==> src/csc_map.vh <==
// Summary of operation
// - Fourth-order rate: clock over 4*1024*word
// - Third-order rate: clock over 3*1024*word
// - Settled result needs two output periods
// - Channel change resets modulator and filter
// - First result after change fully settled
// - Single channel: steady rate, no step detection
// - Step reflected from second result onward
// - Alternate polarity, average opposite conversions
// - Chop averaging adds odd half-rate notches
// - Dual notch select keeps output rate
// - Zero latency throughput is half the output rate
// - Order select bit one picks third order
// - Zero latency settles every conversion fully
`ifndef CSC_MAP_VH
`define CSC_MAP_VH
`define CSC_ADDR_W 3
`define CSC_REG_MODE 3'h0
`define CSC_REG_CHAN 3'h1
`define CSC_REG_DATA 3'h2
`define CSC_REG_STAT 3'h3
`define CSC_REG_MASK 3'h4
`define CSC_MODE_WORD_LSB 0
`define CSC_MODE_ORDER_BIT 10
`define CSC_MODE_ZLAT_BIT 11
`define CSC_MODE_REJ_BIT 12
`define CSC_MODE_RST 32'h0000_0060
`define CSC_BLOCK_LEN 1024
`define CSC_ORDER4 4
`define CSC_ORDER3 3
`define CSC_SETTLE_PERIODS 2
`define CSC_STAT_READY 0
`define CSC_STAT_OVR 1
`endif

==> src/csc_modclk.v <==
`timescale 1ns/1ps
`default_nettype none
// Master clock enable derived from system clock by a fractional accumulator
module csc_modclk #(
  parameter [15:0] INC = 16'h0C98
) (
  input wire i_clock,
  input wire i_sys_rst,
  output reg o_tick
);
  reg [15:0] acc_q;
  wire [16:0] sum_d = {1'b0, acc_q} + {1'b0, INC};
  always @(posedge i_clock or posedge i_sys_rst) begin
    if (i_sys_rst) begin
      acc_q <= 16'h0000;
      o_tick <= 1'b0;
    end else begin
      acc_q <= sum_d[15:0];
      o_tick <= sum_d[16];
    end
  end
endmodule // csc_modclk
`default_nettype wire

==> src/csc_sync.v <==
`timescale 1ns/1ps
`default_nettype none
// Three-stage synchroniser; change accepted when stages two and three agree
module csc_sync #(
  parameter W = 16
) (
  input wire i_clock,
  input wire i_sys_rst,
  input wire [W-1:0] i_async,
  output reg [W-1:0] o_sync,
  output wire o_valid
);
  reg [W-1:0] s1_q;
  reg [W-1:0] s2_q;
  reg [W-1:0] s3_q;
  always @(posedge i_clock or posedge i_sys_rst) begin
    if (i_sys_rst) begin
      s1_q <= {W{1'b0}};
      s2_q <= {W{1'b0}};
      s3_q <= {W{1'b0}};
      o_sync <= {W{1'b0}};
    end else begin
      s1_q <= i_async;
      s2_q <= s1_q;
      s3_q <= s2_q;
      if (s2_q == s3_q)
        o_sync <= s3_q;
    end
  end
  assign o_valid = (s2_q == s3_q);
endmodule // csc_sync
`default_nettype wire

==> src/csc_top.v <==
// The register offsets and strobed register access were decided locally.
`timescale 1ns/1ps
`default_nettype none
`include "csc_map.vh"
// Chopped sinc conversion timing and averaging control
module csc_top #(
  parameter DW = 24,
  parameter [15:0] MCLK_INC = 16'h0C98
) (
  input wire i_clock,
  input wire i_sys_rst,
  input wire [2:0] i_addr,
  input wire [31:0] i_wdata,
  input wire i_wr,
  input wire i_rd,
  output reg [31:0] o_rdata,
  input wire [DW-1:0] i_sample,
  output reg o_polarity,
  output reg o_filter_reset,
  output reg o_ready,
  output reg o_irq
);
  localparam ST_SETTLE = 2'b00;
  localparam ST_RUN = 2'b01;
  localparam ST_RESET = 2'b10;

  wire mclk_tick;
  wire [DW-1:0] sample_s;
  wire sample_ok;

  csc_modclk #(.INC(MCLK_INC)) u_mclk (
    .i_clock(i_clock),
    .i_sys_rst(i_sys_rst),
    .o_tick(mclk_tick)
  );

  csc_sync #(.W(DW)) u_sync (
    .i_clock(i_clock),
    .i_sys_rst(i_sys_rst),
    .i_async(i_sample),
    .o_sync(sample_s),
    .o_valid(sample_ok)
  );

  reg [31:0] mode_q;
  reg [3:0] chan_q;
  reg [DW-1:0] data_q;
  reg [1:0] stat_q;
  reg [1:0] mask_q;
  reg [1:0] state_q;
  reg [21:0] cnt_q;
  reg [1:0] conv_q;
  reg [DW:0] first_q;
  reg have_first_q;
  reg chan_chg_q;

  wire [9:0] rate_divider_word = mode_q[`CSC_MODE_WORD_LSB +: 10];
  wire third_order_filter_select = mode_q[`CSC_MODE_ORDER_BIT];
  wire zero_latency = mode_q[`CSC_MODE_ZLAT_BIT];
  // Notch select is only reported in the status readback; it does nothing else here
  wire dual_mains_notch_select = mode_q[`CSC_MODE_REJ_BIT];

  // Period in master clocks: order times block length times word
  wire [2:0] order = third_order_filter_select ? 3'd`CSC_ORDER3 :
    3'd`CSC_ORDER4;
  wire [9:0] word_eff = (rate_divider_word == 10'h000) ? 10'h001 :
    rate_divider_word;
  wire [21:0] period = {2'b00, word_eff, 10'h000} * {19'h0, order};
  wire period_end = mclk_tick && (cnt_q >= period - 22'h000001);
  // First result after a restart needs two periods of settling
  wire settled = (state_q == ST_RUN) ||
    (conv_q >= 2'd`CSC_SETTLE_PERIODS - 2'd1);

  // Signed sample extended one bit so the average cannot overflow
  wire [DW:0] s_ext = {sample_s[DW-1], sample_s};
  wire [DW:0] s_pol = o_polarity ? (~s_ext + {{DW{1'b0}}, 1'b1}) : s_ext;
  wire [DW:0] avg_sum = first_q + s_pol;
  wire [DW-1:0] avg = avg_sum[DW:1];

  wire rd_data = i_rd && (i_addr == `CSC_REG_DATA);
  wire rd_stat = i_rd && (i_addr == `CSC_REG_STAT);
  reg latch_now;
  reg [1:0] ev;

  always @(posedge i_clock or posedge i_sys_rst) begin
    if (i_sys_rst) begin
      mode_q <= `CSC_MODE_RST;
      chan_q <= 4'h0;
      chan_chg_q <= 1'b0;
      mask_q <= 2'b00;
    end else begin
      chan_chg_q <= 1'b0;
      if (i_wr && i_addr == `CSC_REG_MODE)
        mode_q <= i_wdata;
      if (i_wr && i_addr == `CSC_REG_CHAN) begin
        chan_q <= i_wdata[3:0];
        chan_chg_q <= (i_wdata[3:0] != chan_q);
      end
      if (i_wr && i_addr == `CSC_REG_MASK)
        mask_q <= i_wdata[1:0];
    end
  end

  always @(posedge i_clock or posedge i_sys_rst) begin
    if (i_sys_rst) begin
      state_q <= ST_RESET;
      cnt_q <= 22'h000000;
      conv_q <= 2'b00;
      first_q <= {(DW+1){1'b0}};
      have_first_q <= 1'b0;
      o_polarity <= 1'b0;
      o_filter_reset <= 1'b1;
      data_q <= {DW{1'b0}};
      latch_now <= 1'b0;
    end else begin
      latch_now <= 1'b0;
      o_filter_reset <= 1'b0;
      if (chan_chg_q) begin
        state_q <= ST_RESET;
        o_filter_reset <= 1'b1;
      end else begin
        case (state_q)
          ST_RESET: begin
            cnt_q <= 22'h000000;
            conv_q <= 2'b00;
            have_first_q <= 1'b0;
            o_polarity <= 1'b0;
            state_q <= ST_SETTLE;
          end
          ST_SETTLE, ST_RUN: begin
            if (mclk_tick)
              cnt_q <= period_end ? 22'h000000 : cnt_q + 22'h000001;
            if (period_end) begin
              // Input steps are not sensed; only a channel change restarts the cadence
              if (have_first_q && sample_ok) begin
                // Settle interval counts two periods first time
                if (settled) begin
                  // Held result changes only when a newer one is latched
                  data_q <= avg;
                  latch_now <= 1'b1;
                  state_q <= zero_latency ? ST_SETTLE : ST_RUN;
                end
              end
              first_q <= s_pol;
              have_first_q <= 1'b1;
              o_polarity <= ~o_polarity;
              if (conv_q != 2'b11)
                conv_q <= conv_q + 2'b01;
              // Zero latency restarts the settle count after every result
              if (zero_latency && have_first_q && sample_ok && settled)
                conv_q <= 2'b00;
            end
          end
          default: state_q <= ST_RESET;
        endcase
      end
    end
  end

  always @* begin
    ev = 2'b00;
    ev[`CSC_STAT_READY] = latch_now;
    ev[`CSC_STAT_OVR] = latch_now && stat_q[`CSC_STAT_READY];
  end

  always @(posedge i_clock or posedge i_sys_rst) begin
    if (i_sys_rst) begin
      stat_q <= 2'b00;
      o_ready <= 1'b0;
      o_irq <= 1'b0;
      o_rdata <= 32'h0000_0000;
    end else begin
      // Set beats a clearing read in the same cycle
      stat_q <= (rd_stat ? 2'b00 : stat_q) | ev;
      if (latch_now)
        o_ready <= 1'b1;
      else if (rd_data)
        o_ready <= 1'b0;
      o_irq <= |(((rd_stat ? 2'b00 : stat_q) | ev) & mask_q);
      o_rdata <= 32'h0000_0000;
      if (i_rd) begin
        case (i_addr)
          `CSC_REG_MODE: o_rdata <= mode_q;
          `CSC_REG_CHAN: o_rdata <= {28'h0, chan_q};
          `CSC_REG_DATA: o_rdata <= {{(32-DW){1'b0}}, data_q};
          `CSC_REG_STAT: o_rdata <= {25'h0, dual_mains_notch_select,
            state_q, o_polarity, o_ready, stat_q};
          `CSC_REG_MASK: o_rdata <= {30'h0, mask_q};
          default: o_rdata <= 32'h0000_0000;
        endcase
      end
    end
  end
endmodule // csc_top
`default_nettype wire

==> config.mk <==
export PLATFORM = sky130hd
export DESIGN_NAME = csc_top
export DESIGN_NICKNAME = d
export VERILOG_FILES = /design/src/csc_modclk.v /design/src/csc_sync.v /design/src/csc_top.v
export VERILOG_INCLUDE_DIRS = /design/src
export SDC_FILE = /design/constraint.sdc
export NUM_CORES = 1
export LEC_CHECK = 0
export BUFFER_PORTS_ARGS = -buffer_cell sky130_fd_sc_hd__buf_2
export CAP_MARGIN = 20
export CORE_MARGIN = 2
export CORE_UTILIZATION = 45
export DETAILED_ROUTE_END_ITERATION = 7
export PLACE_DENSITY = 0.72
export SYNTH_ARGS = -nofsm -noshare
export SYNTH_HDL_FRONTEND = slang
export SYNTH_SLANG_ARGS = --single-unit
==> constraint.sdc <==
create_clock -name i_clock -period 9.2 [get_ports i_clock]
set_input_delay 0.92 -clock i_clock [delete_from_list [all_inputs] [get_ports i_clock]]
set_output_delay 0.92 -clock i_clock [all_outputs]
set_load 0.05 [all_outputs]
==> results.py, run 1 <==
metrics = {
    "run_status": {
        "status": "completed",
    },
    "logic_synthesis": {
        "netlist_top_cells_count": "dfrtp_1 (260), mux2_2 (93), nand2_1 (80)",
        "synth.area.top_cells": "dfrtp_1 (53%), mux2_2 (8.5%), ha_1 (5.9%), xnor2_1 (4.4%), xor2_1 (3.8%)",
        "yosysUniqueCellTypes": 63,
        "synthArstFlopShare": 1.00,
        "syn_area_mm2": 0.0124,
        "syn_nets": 1192,
        "synthMostInstantiatedCell": "dfrtp_1",
        "synthCells": 1068,
        "ys_seq_elements": 264,
        "ys_warn_count": 0,
        "syn_area_per_cell_um2": 11.6,
        "synth_top_cell_by_area": "dfrtp_1",
        "synth_top_area_share": 0.526,
        "seq_area_frac_synth": 0.535,
        "synth_edf_count": 0,
        "synthFlopType": "dfrtp_1",
    },
    "placed_design": {
        "portBuffers": 98,
        "gp_congestion": 0.830,
        "dp_slack_ns": 2.67,
        "post-dp-hpwl_mm": 16.8,
    },
    "global_routing": {
        "grt_max_degree": 139,
        "grt-ovfl-total": 0,
        "antenna_found_initial": 0,
        "grt_usage": 0.167,
        "grt_pass1_vias": 7945,
        "grt_pass1_wl_mm": 39.7,
    },
    "hold_path": {
        "hold_path_class": "flip-flop to flip-flop",
        "min_to": "u_sync.s2_q[15]",
        "hold_depth": 0,
        "hp-start": "u_sync.s1_q[15]",
    },
    "pwr": {
        "powerDensity_mw_per_mm2": 197,
        "p_leak_nw": 6.88,
        "ir_drop_uv": 144,
    },
    "sta": {
        "fin_crit_sh": 0.658,
        "period_needed_ns": 6.05,
        "hold_viol_final": 0,
        "finalSetupViolCount": 0,
        "drv_slew": 0,
        "fmax_mhz": 165,
        "fin_ws_ns": 3.15,
        "fin_worst_skew_ns": 0.0134,
        "timing.setup.tns_ns": 0,
        "slew_headroom": 0.353,
        "rsz0062_at_grt": "no",
        "worst_pin_slew_ns": 0.946,
    },
    "clock_network": {
        "clock_sinks": 264,
        "cts_hold_buf": 0,
        "postCtsSetupBuffers": 0,
        "cts_tree": "built",
        "path_clk_slew_ns": 0.06,
        "ctsHtreeMaxLevel": 1,
        "clk_latency_ns": 0.54,
        "cts_buffer_depth": 3,
        "cts_buffers": 27,
        "ctsRootBufferMaster": "clkbuf_16",
        "ctsResizeCount": 0,
    },
    "run": {
        "cap_violations": 0,
    },
    "critical_path": {
        "rrSetupSlack_ns": 3.15,
        "crit_type": "flip-flop to flip-flop",
        "cp_max_fo": 24,
        "critPathArrivalTime_ns": 6.48,
        "r2r_start": "mode_q[7]",
        "reg2reg_to": "conv_q[1]",
        "critPathRequiredTime_ns": 9.63,
        "endpoint_kind": "flip-flop",
        "worstSetupStartpointType": "flip-flop",
        "r2r_cells": 21,
    },
    "floorplanning": {
        "die_w_um": 170,
        "num_rows": 60,
        "die_height_um": 170,
        "dieArea_mm2": 0.0288,
        "initial_core_util": 0.459,
        "io_pins": 99,
        "core-area_mm2": 0.0270,
    },
    "routing": {
        "dr.pass1.iters": 5,
        "vias_per_cell": 5.28,
        "drc": 0,
        "drt_first_iter_violations": 584,
        "wl_per_cell_um": 15.5,
        "vias": 8058,
        "postRouteWirelength_mm": 23.6,
        "ant_nets": 0,
    },
    "finish": {
        "n_antenna_cell": 0,
        "nNetsFinal": 1288,
        "syn2layout_area_growth_pct": 14.4,
        "drive_gt1_frac": 0.217,
    },
}
[state kept, by name, summed over array words and instances, names as in the netlist, 24 cells and up]
| name | cells |
|---|---|
| u_sync.s3_q | 24 |
| mode_q | 32 |
| u_sync.s1_q | 24 |
| o_rdata | 32 |
| first_q | 25 |
| data_q | 24 |
| u_sync.s2_q | 24 |
| u_sync.o_sync | 24 |
[worst max-delay path: stages (launching register included)]
cell and delay [ns]:
dfrtp_1 0.43, nor4_1 0.36, a31oi_1 0.17, o21ai_0 0.17
ha_1 0.26, ha_1 0.25, fa_1 0.43, a21o_1 0.19
a21oi_1 0.17, xnor2_1 0.15, a2111oi_2 0.38, or3b_1 0.41
nor2_1 0.10, nand2_1 0.07, xnor3_1 0.33, ha_1 0.30
and3_1 0.16, nand3_1 0.08, o21ai_1 0.40, o21a_1 0.75
a21oi_1 0.16, a21o_1 0.20
[per-layer routing]
layer  GRT usage  part of all wire  vias up
met1       0.247              0.49     3919
met4      0.0416             0.019        0
met2       0.262              0.44      165
li1            -                 -     3937
met3      0.0226             0.044       37
met5           0                 0        -
[power by group]
group	internal, mW	switching, mW	total (mW)
clock network	0.651	0.438	1.09
logic	0.197	0.230	0.427
registers	1.23	0.0526	1.28
total	2.07	0.720	2.79
[worst max path at each step]
stage | cells past startpoint | endpoint | slack (ns) | start
global placement | 20 | data_q[0] | 2.90 | mode_q[7]
CTS | 20 | data_q[0] | 2.66 | mode_q[7]
floorplan | 1 | chan_chg_q | 1.02 | i_sys_rst
detailed placement | 20 | data_q[0] | 2.67 | mode_q[7]
finish | 21 | conv_q[1] | 3.15 | mode_q[7]
global route | 21 | conv_q[1] | 2.62 | mode_q[7]
[area by class of cell]
cell class | instances | area, um^2
clock buffer | 39 | 751
clock inverter | 10 | 136
inverter | 29 | 116
multi-input combinational | 735 | 5500
sequential | 264 | 6610
timing repair buffer | 107 | 606
tap | 341 | 427
fill | 2309 | 12800
[cells by family (layout without fill, tap and decap cells)]
| group | Yosys count | count (layout) | share of synthesized area |
|---|---|---|---|
| flops | 264 | 264 | 0.535 |
| xor+xnor | 118 | 118 | 0.0877 |
| mux | 101 | 101 | 0.0918 |
| simple gates | 271 | 271 | 0.104 |
| fa+ha+maj | 61 | 61 | 0.0635 |
| compound gates | 184 | 184 | 0.0973 |
| buf+inv | 69 | 185 | 0.0213 |
[through the flow]
stage	hold WS [ns]	area [um^2]	cells	power, mW	utilization
final	0.344	14100	1525	2.79	0.525
after global routing	0.346	14100	1525	2.93	0.525
after CTS	0.346	14100	1522	2.83	0.522
after detailed placement	0.335	13200	1473	1.73	0.489
after global placement	0.334	13200	1473	1.71	0.489
after floorplan	0.331	12400	1068	1.63	-
[layout by cell type, fill, tap and decap left out, types with 4 or more instances in the layout]
cell	netlist	routed
buf_4	0	6
a31oi_1	5	5
o21a_1	5	5
inv_1	29	28
nand4_1	19	19
a21o_1	19	19
a22oi_1	26	26
and3_1	15	15
dfstp_2	4	4
mux2_2	93	93
dfrtp_1	260	260
nand2b_1	12	12
xnor2_1	62	62
clkbuf_1	36	9
a211oi_1	4	4
o21bai_1	4	4
clkbuf_16	0	27
nand3_1	18	18
buf_2	4	98
o31ai_1	8	8
o21ai_0	32	32
nor3_1	13	12
nor4_1	6	6
nor2_1	78	78
o21ai_1	19	19
o41ai_1	5	5
ha_1	58	58
nand2_1	80	80
nor2b_1	5	5
and2_1	9	9
mux2_1	6	6
xor2_1	53	53
a21oi_1	37	37
clkinv_2	0	4
(Power assumes the default switching activity.)
==> run 2: changes to the inputs <==
- ABC_AREA: not set -> 1
- clock period: 9.2 -> 5.8 ns (I/O delays scaled with it)
==> run 2 against run 1 <==
Against the previous run:
- die area rose by 7.9%
- critical path depth rose by 8
- worst setup slack got worse by 2.4 ns
- clock power rose by 73%
- critical endpoint is now data_q[16]
- largest cell class unchanged
==> results.py, run 2 <==
metrics = {
    "run_status": {
        "status": "completed",
    },
    "finish": {
        "final_common_cell": "nand2_1",
        "reg.largest.list": "mode_q (32), o_rdata (32), first_q (25)",
        "final_cell_mix": "nand2_1 (433), dfrtp_1 (260), inv_1 (180)",
        "drive_gt1_frac": 0.118,
        "utilization": 0.517,
        "syn2layout_area_growth_pct": 14.1,
        "n_antenna_cell": 0,
        "nNetsFinal": 1807,
    },
    "sta": {
        "hold_viol_final": 0,
        "fin_worst_skew_ns": 0.00558,
        "period_needed_ns": 5.01,
        "fin_crit_sh": 0.864,
        "fin_ws_ns": 0.788,
        "fmax_mhz": 200,
        "timing.setup.tns_ns": 0,
        "drv_slew": 0,
        "finalSetupViolCount": 0,
        "worst_pin_slew_ns": 1.02,
        "slew_headroom": 0.316,
        "whs_ns": 0.139,
        "rsz0062_at_grt": "no",
    },
    "hold_path": {
        "hp-start": "i_sample[16]",
        "min_to": "u_sync.s1_q[16]",
        "hold_path_class": "primary input to flip-flop",
        "hold_depth": 1,
    },
    "routing": {
        "vias": 10600,
        "drt_first_iter_violations": 873,
        "dr.pass1.iters": 6,
        "drc": 0,
        "vias_per_cell": 5.05,
        "ant_nets": 0,
        "postRouteWirelength_mm": 29.2,
        "wl_per_cell_um": 13.9,
    },
    "clock_network": {
        "ctsHtreeMaxLevel": 1,
        "path_clk_slew_ns": 0.06,
        "postCtsSetupBuffers": 0,
        "ctsRootBufferMaster": "clkbuf_16",
        "cts_buffer_depth": 3,
        "cts_tree": "built",
        "cts_buffers": 29,
        "clock_sinks": 264,
        "clk_latency_ns": 0.54,
    },
    "floorplanning": {
        "core-area_mm2": 0.0295,
        "die_w_um": 176,
        "num_rows": 63,
        "io_pins": 99,
        "dieArea_mm2": 0.0311,
        "initial_core_util": 0.453,
        "die_height_um": 176,
    },
    "critical_path": {
        "crit_type": "flip-flop to flip-flop",
        "worstSetupStartpointType": "flip-flop",
        "reg2reg_to": "data_q[16]",
        "critPathRequiredTime_ns": 6.24,
        "r2r_start": "mode_q[9]",
        "endpoint_kind": "flip-flop",
        "rrSetupSlack_ns": 0.79,
        "critPathMaxStageDelay_ns": 0.48,
        "cpMostUsedCell": "nand2_1",
        "slowest_stage": "fa_1",
        "r2r_cells": 29,
        "cp_max_fo": 36,
        "startpoint": "mode_q[9]",
        "critPathArrivalTime_ns": 5.45,
    },
    "placed_design": {
        "portBuffers": 98,
        "gp_congestion": 0.909,
        "post-dp-hpwl_mm": 21.6,
        "dp_slack_ns": 0.840,
    },
    "logic_synthesis": {
        "syn_area_per_cell_um2": 8.42,
        "synth_edf_count": 0,
        "synth_top_area_share": 0.487,
        "synthMostInstantiatedCell": "nand2_1",
        "synth.area.top_cells": "dfrtp_1 (49%), nand2_1 (12%), ha_1 (5.4%), inv_1 (5.1%), nor2_1 (4.5%)",
        "ys_warn_count": 0,
        "synthCells": 1588,
        "synthFlopType": "dfrtp_1",
        "yosysUniqueCellTypes": 51,
        "seq_area_frac_synth": 0.495,
        "netlist_top_cells_count": "nand2_1 (434), dfrtp_1 (260), inv_1 (181)",
        "syn_area_mm2": 0.0134,
        "ys_seq_elements": 264,
        "syn_nets": 1712,
        "synthArstFlopShare": 1.00,
        "synth_top_cell_by_area": "dfrtp_1",
    },
    "pwr": {
        "p_leak_nw": 7.93,
        "ir_drop_uv": 203,
        "total_power_mw": 4.75,
        "powerDensity_mw_per_mm2": 311,
    },
    "global_routing": {
        "grt_usage": 0.190,
        "grt-ovfl-total": 0,
        "grt_max_degree": 168,
        "antenna_found_initial": 0,
        "grt_pass1_vias": 10300,
        "grt_pass1_wl_mm": 49.2,
    },
    "run": {
        "cap_violations": 0,
    },
}
[run 2: cell count changes in the layout (fill, tap and decap cells not counted), moves of 32 or more]
cell     before  now
nand2_1      80  433
mux2_2       93   15
a21oi_1      37   92
inv_1        28  180
nand3_1      18   64
o21ai_0      32   68
xnor2_1      62   30
nor2_1       78  161
[run 2: timing repair]
item                                   CTS  global route
hold buffers                             1             0
endpoints found under the hold margin   12             0
resized for setup                        0             0
[run 2: worst max-delay path, delay by kind of cell, from the launching register on]
kind                       cells  cell delay (ns)
AOI/OAI and AO/OA              1             0.26
adders and majority gates      4             1.12
buffers and inverters          6             0.69
DFF                            1             0.42
and+or+nand+nor               18             2.39
[run 2: how the worst max path moves through the flow]
stage | slack [ns] | endpoint
6_report | 0.79 | data_q[16]
5_1_grt | 0.20 | data_q[19]
4_1_cts | 0.83 | data_q[16]
3_5_place_dp | 0.84 | data_q[18]
3_3_place_gp | 1.00 | data_q[20]
2_1_floorplan | 1.61 | data_q[5]
[run 2: cells by family after synthesis]
| family | share of synthesized area |
|---|---|
| compound gates | 0.0850 |
| flops | 0.495 |
| mux | 0.0126 |
| fa+ha+maj | 0.0588 |
| buf+inv | 0.0666 |
| simple gates | 0.227 |
| xor+xnor | 0.0550 |
[run 2: layout make-up]
class                   instances  area [um^2]
multi-input cells            1098         5870
repair buffers                105          578
fillers                      2702        14200
clock buffers                  36          792
well taps                     390          488
inverters                     185          702
flip-flops and latches        264         6610
clock inverters                17          205
[run 2: power breakdown]
group	switching, mW	leakage [nW]	internal, mW
logic	0.527	4.06	0.306
registers	0.0762	3.38	1.95
clock network	0.744	0.492	1.15
total	1.35	7.93	3.40
[run 2: per-stage QoR]
stage                     std cells  cell area [um^2]
after floorplan                1588             13400
after global placement         2040             14200
after detailed placement       2040             14200
after CTS                      2094             15200
after global routing           2095             15200
final                          2095             15200
[run 2: routing by layer]
| metal | global-route usage | wire length, um |
|---|---|---|
| met1 | 0.256 | 13200 |
| met2 | 0.330 | 14000 |
| met3 | 0.0252 | 1400 |
| met4 | 0.0410 | 503 |
| met5 | 0 | 0 |
